## config.mk

```make
export PLATFORM = sky130hd
export DESIGN_NAME = isolated_input_spi_port
export DESIGN_NICKNAME = d
export VERILOG_FILES = /design/src/design/iso_spi_pkg.sv /design/src/design/isolated_input_spi_port.sv
export SDC_FILE = /design/constraint.sdc
export NUM_CORES = 1
export LEC_CHECK = 0
export BUFFER_PORTS_ARGS = -buffer_cell sky130_fd_sc_hd__buf_2
export CORE_ASPECT_RATIO = 0.5
export CORE_MARGIN = 10
export CORE_UTILIZATION = 55
export CTS_CLUSTER_DIAMETER = 30
export DETAILED_ROUTE_END_ITERATION = 6
export GPL_ROUTABILITY_DRIVEN = 1
export PLACE_DENSITY = 0.73
export SYNTH_ARGS = -nofsm -noshare
export SYNTH_HDL_FRONTEND = slang
export SYNTH_HIERARCHICAL = 1
export SYNTH_SLANG_ARGS = --single-unit
export TNS_END_PERCENT = 100
```

## constraint.sdc

```tcl
create_clock -name i_clk_sys -period 10.8 [get_ports i_clk_sys]
set_input_delay 1.08 -clock i_clk_sys [delete_from_list [all_inputs] [get_ports i_clk_sys]]
set_output_delay 1.08 -clock i_clk_sys [all_outputs]
set_load 0.02 [all_outputs]
```

## src/design/iso_spi_pkg.sv

```systemverilog
// Constants, types and carriers for the isolated input serial port
package iso_spi_pkg;
  // Frame geometry
  localparam int FRAME_LONG = 24;
  localparam int FRAME_SHORT = 16;
  localparam int BYTE_BITS = 8;
  localparam int CRC_BITS = 5;
  localparam int CRC_DATA_BITS = 19;
  localparam int TX_MSB = 23;
  localparam int LOAD_SHIFT = 7;
  localparam logic [4:0] CRC_POLY = 5'h15;
  localparam logic [4:0] CRC_PAD = 5'h07;
  localparam logic [7:0] CNT_ONE = 8'h01;
  localparam logic [7:0] CNT_LONG = 8'h18;
  localparam logic [7:0] CNT_SHORT = 8'h10;
  localparam logic [7:0] CNT_BYTE = 8'h08;
  localparam logic [2:0] CNT_MOD8 = 3'h0;
  // Strap mode bits: bit 0 short frame, bit 1 chaining
  localparam int MODE_SHORT = 0;
  localparam int MODE_CHAIN = 1;
  // Synchronised pin vector layout
  localparam int P_CS = 0;
  localparam int P_SCK = 1;
  localparam int P_SDI = 2;
  localparam int P_SNAP = 3;
  localparam int P_RDY = 4;
  localparam int P_ALARM = 5;
  localparam int P_OEN = 6;
  localparam int P_RET = 7;
  localparam int P_PWR = 8;
  localparam int P_M0 = 9;
  localparam int P_M1 = 10;
  localparam int PIN_W = 11;
  localparam logic [10:0] PIN_IDLE = 11'h079;

  typedef enum logic [1:0] {PH_IDLE, PH_SHIFT, PH_FETCH} phase_type;

  typedef struct packed {
    logic [6:0] addr;
    logic [7:0] data;
  } wr_cmd_type;
endpackage

```

## src/design/isolated_input_spi_port.sv

```systemverilog
// Logic-side serial port of an eight-channel isolated input device
// What this block does
// - Two straps pick frame length 24 or 16, CRC, and chaining.
// - Chip select falling snapshots all eight inputs and opens the frame.
// - Input sampled on clock rise, output changes on clock fall.
// - First bit is the MSB; zero means read, one means write.
// - Clock edges while chip select is high are ignored.
// - First eight output bits are the snapshot, channel 8 first.
// - Modes 0 and 1 writes return wire-break status as second byte.
// - Modes 0 and 1 decode reads mid-frame and return data same frame.
// - Chaining modes decode the instruction only at chip select rise.
// - Chaining reads return register data in the next frame's byte two.
// - Clock count not multiple of eight discards frame, sets count error.
// - Field ready output goes low once the field side is powered.
// - Ready input high forces ready indication low and outputs default, except the field alarm and field ready outputs.
// - Host alarm is open-drain, mirroring the field alarm input.
// - Output enable pin low drives serial out even when unselected.
// - Chip select low enables field interfaces and the serial out driver.
// - Chip select, clock and serial in are forwarded to the field side.
// - Field serial return is forwarded to the host serial out while chip select is high.
// - Snapshot pin low captures inputs for devices on other selects.
// - Five-bit check over first 19 bits plus 00111, polynomial 0x35.
// - Frames failing the check are ignored; CRC error holds until good.
`timescale 1ns/100ps

module cmd_fifo #(
  parameter int WIDTH = 15,
  parameter int DEPTH = 8
) (
  // Clock and reset
  input wire logic i_clk,
  input wire logic i_rst_n,
  input wire logic i_clk_en,
  // Fill side
  input wire logic i_valid,
  output logic o_ready,
  input wire logic [WIDTH-1:0] i_data,
  // Drain side
  output logic o_valid,
  input wire logic i_ready,
  output logic [WIDTH-1:0] o_data
);
  localparam int AW = $clog2(DEPTH);
  localparam logic [AW:0] FULL = (AW+1)'(DEPTH);
  localparam logic [AW-1:0] LAST = AW'(DEPTH - 1);
  typedef struct packed {
    logic [DEPTH-1:0][WIDTH-1:0] mem;
    logic [AW-1:0] wp;
    logic [AW-1:0] rp;
    logic [AW:0] cnt;
  } fifo_state_type;
  fifo_state_type s_reg, s_next;
  logic push, pop;

  function automatic logic [AW-1:0] bump(input logic [AW-1:0] p);
    bump = (p == LAST) ? '0 : p + 1'b1;
  endfunction

  assign o_ready = (s_reg.cnt != FULL);
  assign o_valid = (s_reg.cnt != '0);
  assign o_data = s_reg.mem[s_reg.rp];

  always_comb begin
    s_next = s_reg;
    push = i_valid && o_ready;
    pop = o_valid && i_ready;
    if (push) begin
      s_next.mem[s_reg.wp] = i_data;
      s_next.wp = bump(s_reg.wp);
    end
    if (pop) begin
      s_next.rp = bump(s_reg.rp);
    end
    if (push && !pop) begin
      s_next.cnt = s_reg.cnt + 1'b1;
    end else if (pop && !push) begin
      s_next.cnt = s_reg.cnt - 1'b1;
    end
  end

  always_ff @(posedge i_clk or negedge i_rst_n) begin
    if (!i_rst_n) begin
      s_reg <= '0;
    end else if (i_clk_en) begin
      s_reg <= s_next;
    end
  end
endmodule

module isolated_input_spi_port
  import iso_spi_pkg::*;
(
  // System
  input wire logic i_clk_sys,
  input wire logic i_reset_n,
  input wire logic i_clk_en,
  // Host-side pins
  input wire logic i_host_chip_select_n,
  input wire logic i_host_serial_clock,
  input wire logic i_host_serial_in,
  input wire logic i_host_snapshot_n,
  input wire logic i_serial_out_enable_n,
  input wire logic i_mode_strap_lo,
  input wire logic i_mode_strap_hi,
  output logic o_host_serial_out,
  output logic o_host_serial_out_en,
  output logic o_host_alarm_n_out,
  output logic o_host_alarm_n_oe,
  output logic o_host_field_ready,
  // Field-side pins
  input wire logic i_field_serial_return,
  input wire logic i_field_alarm_iso_in_n,
  input wire logic i_field_ready_iso_in_n,
  input wire logic i_field_powered,
  output logic o_field_chip_select_n,
  output logic o_field_serial_clock,
  output logic o_field_forwarded_serial_in,
  output logic o_field_alarm_out_n_oe,
  output logic o_field_ready_out_n_oe,
  // Device core state, same clock
  input wire logic [7:0] i_input_states,
  input wire logic [7:0] i_wire_break_status,
  input wire logic [2:0] i_supply_flags,
  input wire logic [7:0] i_rd_data,
  output logic [6:0] o_rd_addr,
  // Committed register writes
  output logic o_wr_valid,
  input wire logic i_wr_ready,
  output wr_cmd_type o_wr_cmd,
  // Status
  input wire logic i_status_clr,
  output logic o_clock_count_error,
  output logic o_crc_error,
  output logic o_write_lost
);
  typedef struct packed {
    logic [PIN_W-1:0] sync1;
    logic [PIN_W-1:0] sync2;
    logic [PIN_W-1:0] sync3;
    logic [PIN_W-1:0] filt;
    phase_type phase;
    logic [1:0] mode;
    logic [7:0] cnt;
    logic full;
    logic [23:0] rx;
    logic [23:0] tx;
    logic [7:0] snap;
    logic latched;
    logic [7:0] latch_val;
    logic prev_rd;
    logic [6:0] rd_addr;
    logic pend;
    wr_cmd_type pend_cmd;
    logic cnt_err;
    logic crc_err;
    logic lost;
    logic sdo;
    logic sdo_en;
    logic fcs_n;
    logic fsck;
    logic field_serial_in;
    logic alarm_oe;
    logic rdy_oe;
    logic host_rdy;
    logic falarm_oe;
  } port_state_type;

  port_state_type s_reg, s_next;
  logic [1:0] rst_sync_reg;
  logic rst_n;
  logic [PIN_W-1:0] pins, filt_n;
  logic cs_fall, cs_rise, sck_rise, sck_fall, snap_fall, ready;
  logic end_ok, crc_ok, new_wr, cnt_set, lost_set;
  logic [7:0] cnt_inc;
  logic [15:0] cmd;
  logic fifo_ready;

  function automatic logic [4:0] crc5(input logic [18:0] d);
    logic [23:0] m;
    logic [4:0] c;
    logic fb;
    m = {d, CRC_PAD};
    c = '0;
    for (int i = FRAME_LONG - 1; i >= 0; i--) begin
      // Plain long division: the pad stands in for the augmenting zeros
      fb = c[CRC_BITS-1];
      c = {c[3:0], m[i]} ^ (fb ? CRC_POLY : 5'h00);
    end
    crc5 = c;
  endfunction

  // Frame image, MSB aligned; short frames leave the tail zero
  function automatic logic [23:0] frame_img(input logic [7:0] b1,
      input logic [7:0] b2, input logic [2:0] fl, input logic short_f);
    frame_img = short_f ? {b1, b2, 8'h00}
                        : {b1, b2, fl, crc5({b1, b2, fl})};
  endfunction

  // Reset released through two flops
  always_ff @(posedge i_clk_sys or negedge i_reset_n) begin
    if (!i_reset_n) begin
      rst_sync_reg <= 2'h0;
    end else begin
      rst_sync_reg <= {rst_sync_reg[0], 1'b1};
    end
  end
  assign rst_n = rst_sync_reg[1];

  assign pins = {i_mode_strap_hi, i_mode_strap_lo, i_field_powered,
                 i_field_serial_return, i_serial_out_enable_n,
                 i_field_alarm_iso_in_n, i_field_ready_iso_in_n,
                 i_host_snapshot_n, i_host_serial_in, i_host_serial_clock,
                 i_host_chip_select_n};

  always_comb begin
    s_next = s_reg;
    cmd = '0;
    crc_ok = 1'b0;
    end_ok = 1'b0;
    new_wr = 1'b0;
    cnt_set = 1'b0;
    lost_set = 1'b0;
    s_next.sync1 = pins;
    s_next.sync2 = s_reg.sync1;
    s_next.sync3 = s_reg.sync2;
    // A level counts once the second and third stages agree
    filt_n = (s_reg.sync2 & s_reg.sync3)
           | (s_reg.filt & (s_reg.sync2 | s_reg.sync3));
    s_next.filt = filt_n;
    ready = !filt_n[P_RDY];
    cs_fall = s_reg.filt[P_CS] && !filt_n[P_CS];
    cs_rise = !s_reg.filt[P_CS] && filt_n[P_CS];
    sck_rise = !s_reg.filt[P_SCK] && filt_n[P_SCK];
    sck_fall = s_reg.filt[P_SCK] && !filt_n[P_SCK];
    snap_fall = s_reg.filt[P_SNAP] && !filt_n[P_SNAP];
    cnt_inc = s_reg.cnt + CNT_ONE;

    if (snap_fall) begin
      s_next.latched = 1'b1;
      s_next.latch_val = i_input_states;
    end
    if (s_reg.pend && fifo_ready) begin
      s_next.pend = 1'b0;
    end

    case (s_reg.phase)
      PH_IDLE: begin
        s_next.mode = {filt_n[P_M1], filt_n[P_M0]};
        if (cs_fall && ready) begin
          s_next.snap = s_reg.latched ? s_reg.latch_val : i_input_states;
          s_next.latched = 1'b0;
          s_next.cnt = '0;
          s_next.full = 1'b0;
          s_next.rx = '0;
          // Chained read answer or wire-break status in byte two
          s_next.tx = frame_img(s_next.snap,
              (s_next.mode[MODE_CHAIN] && s_reg.prev_rd) ? i_rd_data
                                                         : i_wire_break_status,
              i_supply_flags, s_next.mode[MODE_SHORT]);
          s_next.phase = PH_SHIFT;
        end
      end
      PH_SHIFT: begin
        // Clock edges only count inside an open frame
        if (sck_rise) begin
          s_next.rx = {s_reg.rx[22:0], filt_n[P_SDI]};
          s_next.cnt = cnt_inc;
          if (cnt_inc == (s_reg.mode[MODE_SHORT] ? CNT_SHORT : CNT_LONG)) begin
            s_next.full = 1'b1;
          end
          // Early decode of a read on the eighth rise
          if (!s_reg.mode[MODE_CHAIN] && cnt_inc == CNT_BYTE
              && !s_reg.rx[6]) begin
            s_next.rd_addr = {s_reg.rx[5:0], filt_n[P_SDI]};
            s_next.phase = PH_FETCH;
          end
        end
        if (sck_fall) begin
          s_next.tx = {s_reg.tx[22:0], 1'b0};
        end
        if (cs_rise) begin
          s_next.phase = PH_IDLE;
          if (s_reg.cnt[2:0] != CNT_MOD8) begin
            s_next.cnt_err = 1'b1;
            cnt_set = 1'b1;
          end else if (s_reg.full) begin
            cmd = s_reg.mode[MODE_SHORT] ? s_reg.rx[15:0] : s_reg.rx[23:8];
            crc_ok = s_reg.mode[MODE_SHORT]
                  || (s_reg.rx[4:0] == crc5(s_reg.rx[23:5]));
            if (!s_reg.mode[MODE_SHORT]) begin
              s_next.crc_err = !crc_ok;
            end
            end_ok = crc_ok;
          end
        end
        if (end_ok) begin
          s_next.prev_rd = 1'b0;
          if (cmd[15]) begin
            new_wr = 1'b1;
          end else if (s_reg.mode[MODE_CHAIN]) begin
            s_next.prev_rd = 1'b1;
            s_next.rd_addr = cmd[14:8];
          end
        end
      end
      PH_FETCH: begin
        // Address stands on o_rd_addr this cycle; data is taken now
        s_next.tx = frame_img(s_reg.snap, i_rd_data, i_supply_flags,
            s_reg.mode[MODE_SHORT]) << LOAD_SHIFT;
        s_next.phase = cs_rise ? PH_IDLE : PH_SHIFT;
      end
      default: begin
        s_next.phase = PH_IDLE;
      end
    endcase

    if (new_wr) begin
      // Only one write waits outside the FIFO; a second is dropped
      if (s_next.pend) begin
        s_next.lost = 1'b1;
        lost_set = 1'b1;
      end else begin
        s_next.pend = 1'b1;
        s_next.pend_cmd = '{addr: cmd[14:8], data: cmd[7:0]};
      end
    end
    // Set wins over clear
    if (i_status_clr) begin
      s_next.cnt_err = cnt_set;
      s_next.lost = lost_set;
    end

    if (!ready) begin
      s_next.phase = PH_IDLE;
    end
    s_next.host_rdy = ready;
    s_next.rdy_oe = filt_n[P_PWR];
    s_next.fcs_n = filt_n[P_CS] || !ready;
    s_next.fsck = filt_n[P_SCK] && ready;
    s_next.field_serial_in = filt_n[P_SDI] && ready;
    // Own data while selected, shared return otherwise
    s_next.sdo = !filt_n[P_CS] ? s_next.tx[TX_MSB]
                               : filt_n[P_RET];
    s_next.sdo_en = ready
        && (!filt_n[P_CS] || !filt_n[P_OEN]);
    s_next.alarm_oe = ready && !filt_n[P_ALARM];
    s_next.falarm_oe = s_next.crc_err || s_next.cnt_err;
  end

  always_ff @(posedge i_clk_sys or negedge rst_n) begin
    if (!rst_n) begin
      s_reg <= '0;
      s_reg.sync1 <= PIN_IDLE;
      s_reg.sync2 <= PIN_IDLE;
      s_reg.sync3 <= PIN_IDLE;
      s_reg.filt <= PIN_IDLE;
      s_reg.fcs_n <= 1'b1;
      s_reg.phase <= PH_IDLE;
    end else if (i_clk_en) begin
      s_reg <= s_next;
    end
  end

  cmd_fifo #(
    .WIDTH($bits(wr_cmd_type)),
    .DEPTH(8)
  ) u_fifo (
    .i_clk(i_clk_sys),
    .i_rst_n(rst_n),
    .i_clk_en(i_clk_en),
    .i_valid(s_reg.pend),
    .o_ready(fifo_ready),
    .i_data(s_reg.pend_cmd),
    .o_valid(o_wr_valid),
    .i_ready(i_wr_ready),
    .o_data(o_wr_cmd)
  );

  assign o_host_serial_out = s_reg.sdo;
  assign o_host_serial_out_en = s_reg.sdo_en;
  assign o_host_alarm_n_out = 1'b0;
  assign o_host_alarm_n_oe = s_reg.alarm_oe;
  assign o_host_field_ready = s_reg.host_rdy;
  assign o_field_chip_select_n = s_reg.fcs_n;
  assign o_field_serial_clock = s_reg.fsck;
  assign o_field_forwarded_serial_in = s_reg.field_serial_in;
  assign o_field_alarm_out_n_oe = s_reg.falarm_oe;
  assign o_field_ready_out_n_oe = s_reg.rdy_oe;
  assign o_rd_addr = s_reg.rd_addr;
  assign o_clock_count_error = s_reg.cnt_err;
  assign o_crc_error = s_reg.crc_err;
  assign o_write_lost = s_reg.lost;

  // Checks
  logic [22:0] tx_low;
  logic cs_bad;
  assign tx_low = s_reg.tx[22:0];
  assign cs_bad = cs_rise && s_reg.phase == PH_SHIFT
               && s_reg.cnt[2:0] != CNT_MOD8;
endmodule

```

# Yosys cells after proc, flatten, opt, wreduce, memory -nomap -nowiden
# Cells that the tools add are included.
# op_classes
add_sub_neg,5
n_eq_ne,15
n_bitwise,62
order_cmp,3
muxes,123
reduce_logical,57
# ops
operator,n
5-bit 2-to-1 mux,57
5-bit bitwise XOR,57
120-bit bitwise mux,1
16-bit 2-to-1 mux,6
24-bit case mux with 3 select lines,1
66-bit 2-to-1 mux,1
33-bit case mux with 2 select lines,1
15-bit 2-to-1 mux,4
8-bit 2-to-1 mux,6
15-bit binary-select mux with 3-bit select,1
15-bit demux with 3-bit select,1
33-bit 2-to-1 mux,1
1-bit 2-to-1 mux,25
24-bit 2-to-1 mux,1
11-bit bitwise AND,2
11-bit OR,2
7-bit 2-to-1 mux,3
1-bit logical AND,18
2-bit 2-to-1 mux,7
1-bit zero test,13
4-bit 2-to-1 mux,3
4-bit != test (second input constant),3
2-bit AND reduction,6
3-bit AND reduction,4
25 further kinds,41
# totals
ff_bits,290

# Logic depth before layout (Yosys ltp)
# depth
ltp_word,48
depth_mapped,10

# By module
# Netlist, hierarchy kept.
# by_module_without_submodules
mod,instances,area_each_um2,seq_area_each_um2,cells_per_inst
isolated_input_spi_port,1,8837.2,4005.1,823
cmd_fifo,1,6212.2,3253.1,371

# Worst setup path after synthesis
# Ideal clock, no wire load.
# synth_path
path_type,input to register
from,input port i_rd_data[6]
to,"register, netlist name s_reg[64]"
arrival_time_ps,2951
path_stages,9
t_required_ps,10667
path_slack_ps,7716
n_path_buf,1
path_cell_list,clkbuf_1 > xnor2_1 > xnor3_1 > xnor3_1 > xnor2_1 > xnor2_1 > xor2_1 > a221oi_1 > o21ai_0
# synth_lines
item,line,text
"start, declared",isolated_input_spi_port.sv:124,"input wire logic [7:0] i_rd_data,"

==> run metrics <==
status finished, violations left; CTS tree yes; Yosys reg bits between 200 and 300; area post-placement 0.0156 mm^2; cts hold-fix bufs 0; PwrDens between 200 and 250 mW/mm^2; Pwr Total 3.86 mW; asr flop ratio synth 100%; critical path class reg -> out; Die W between 200 and 300 um; Syn Inst Count approximately 1200; crit path launch type flip-flop; final core utilization 63.5%; P&R area growth vs syn 12.7%; Fmax 0.279 GHz; Sink Count around 290; failing checks DRC; Worst setup EP type output port; Core Box Area between 0.02 and 0.03 mm^2; Avg Vias per Cell ~5.9; initial core utilization 56.4%; setup slack after layout 7220 ps; Post-Route Setup TNS 0 ps; root buffer cell clkbuf_16; worst clock skew 15.4 ps; Final Wtd Congestion 0.849; Final Max Tran Viols 0; GRT Residual Overflow 0; hpwl dp 21.2 mm; mean post-synth cell area 12.6 um^2; Post-synth EDFFs 0; Reg clk slew, reported paths 60 ps; CP max FO 33; Clock Path Buffers 3; Yosys cell types 78; fraction of layout cells with a size suffix above 1 between 30 and 40%; vias in the first global route just over 10000; Die Span Y between 100 and 150 um; DRC viols 2; Skew-Pair Late Insertion Delay 530 ps; Hold Slack about 320 ps; Min Clock Period, post-route 3580 ps; first-pass GRT wire length 53.7 mm; VDD IR max 0.192 mV; H-tree lvl count 2; WL per Instance 19.9 um; Top FF cell, synth dfrtp_1; number of diodes 0; Req. time, crit path 9720 ps; final hold violation count 0; total number of vias 9575; largest net degree at the start of global routing 95; Final Cycle Share 33.2%; buffer count from post-CTS setup fixing 0; Worst Tran Pin Value 1280 ps; gr usage total 19.0%; sequential-to-total area share from yosys stat between 40% and 50%; CP arrival 2500 ps; placed cells between 1500 and 2000; 1st-iter DRT viols 679; non-filler cells, final 1632; # nets final 1300; unrepaired setup endpoints after global routing no; max cap viols 0; Rel. slew slack 14.4%; first-pass iteration count of the detailed router 7; Hold Path Class reg -> async; Die ar. 0.0348 mm^2; Routed Antenna Nets 0; Top Ports 79; Final Setup Violations 0; Syn Nets 1247; max reg flops 130; Pleak 7.76 nW; Syn. warnings 6; CTS Buf Count 42; # resized after CTS 0; row count 42; Final Cell Area 0.0170 mm^2; mapped cell area roughly 0.015 mm^2; initial antenna violation count 0; pre-CTS worst setup slack 7070 ps; final wirelength about 33 mm; Port Buffer Count 77
## placed cells by master, fill, tap and decap left out, drive strengths merged, types with 3 or more instances in the layout
cell | Yosys | routed
nand4b | 3 | 3
nand4 | 5 | 5
a221oi | 5 | 5
dfstp | 21 | 21
dfrtp | 268 | 268
xnor3 | 18 | 18
nor2b | 4 | 4
a31oi | 9 | 9
ha | 9 | 9
nor2 | 47 | 47
xor2 | 27 | 27
a21oi | 33 | 33
nand3 | 11 | 11
maj3 | 7 | 7
mux2i | 25 | 25
nand2 | 95 | 95
nor4 | 3 | 3
clkinvlp | 0 | 9
or3 | 3 | 3
and3 | 7 | 7
nand2b | 18 | 18
buf | 33 | 89
o21a | 7 | 7
nor3 | 15 | 15
nand3b | 4 | 4
a222oi | 14 | 14
o21ai | 66 | 66
and2 | 7 | 7
o41ai | 3 | 3
clkinv | 0 | 13
mux4 | 30 | 30
clkbuf | 47 | 50
mux2 | 231 | 231
inv | 17 | 20
xnor2 | 65 | 65
## layer usage
| layer | wire length (um) | GRT usage [%] | part of all wire, % | vias to the layer above |
|---|---|---|---|---|
| li1 | - | - | - | 4394 |
| met5 | 0 | 0 | 0 | - |
| met2 | 16300 | 33.1 | 50 | 200 |
| met3 | 1380 | 3.69 | 4.2 | 51 |
| met1 | 14300 | 24.3 | 44 | 4930 |
| met4 | 528 | 4.79 | 1.6 | 0 |
## layout make-up
class	count	area, um^2
Clock buffer	50	1150
Clock inverter	27	249
Fill cell	2003	9740
Inverter	17	63.8
Multi-Input combinational cell	808	7310
Sequential cell	289	7260
Tap cell	352	440
Timing Repair Buffer	89	478
## Yosys cell counts, types with 21 or more instances
cell	instances	area, um^2
mux4_2	30	676
o21ai_0	65	325
nor2_1	47	176
dfstp_2	21	552
a21oi_1	33	165
dfrtp_1	268	6710
mux2i_1	25	250
xor2_1	27	236
nand2_1	94	353
mux2_2	213	2400
xnor2_1	65	569
clkbuf_1	47	176
## power breakdown
part	switching, mW	total (mW)	leakage [nW]	internal [mW]
clock network	0.521	1.34	0.662	0.823
registers	0.111	1.31	3.83	1.20
logic	0.611	1.20	3.27	0.594
## kinds of logic after synthesis
logic type	synth area share, %
other cells	0.0499
buf+inv	3.25
compound gates	6.79
fa+ha+maj	1.35
xor+xnor	8.38
simple gates	8.09
mux	23.9
flops	48.2
## worst max-delay path, stage by stage (launching register included)
cell and delay (ps):
dfrtp_2 340, buf_4 520, mux4_2 590, mux2_2 320, buf_2 170
## final timing paths
| path | end | depth (start not counted) | start | slack [ps] |
|---|---|---|---|---|
| setup / recovery | o_wr_cmd[3] | 4 | u_fifo/s_reg[4] | 7220 |
| setup reg to reg | s_reg[26] | 8 | s_reg[100] | 7310 |
| hold / removal | s_reg[122] | 0 | rst_sync_reg[1] | 320 |
| min in group i_clk_sys | rst_sync_reg[1] | 0 | rst_sync_reg[0] | 360 |
| hold reg to reg | s_reg[122] | 0 | rst_sync_reg[1] | 320 |
| max in group asynchronous | s_next[126] | 2 | rst_sync_reg[1] | 8130 |
No activity file was read; power rests on OpenSTA's default activity.
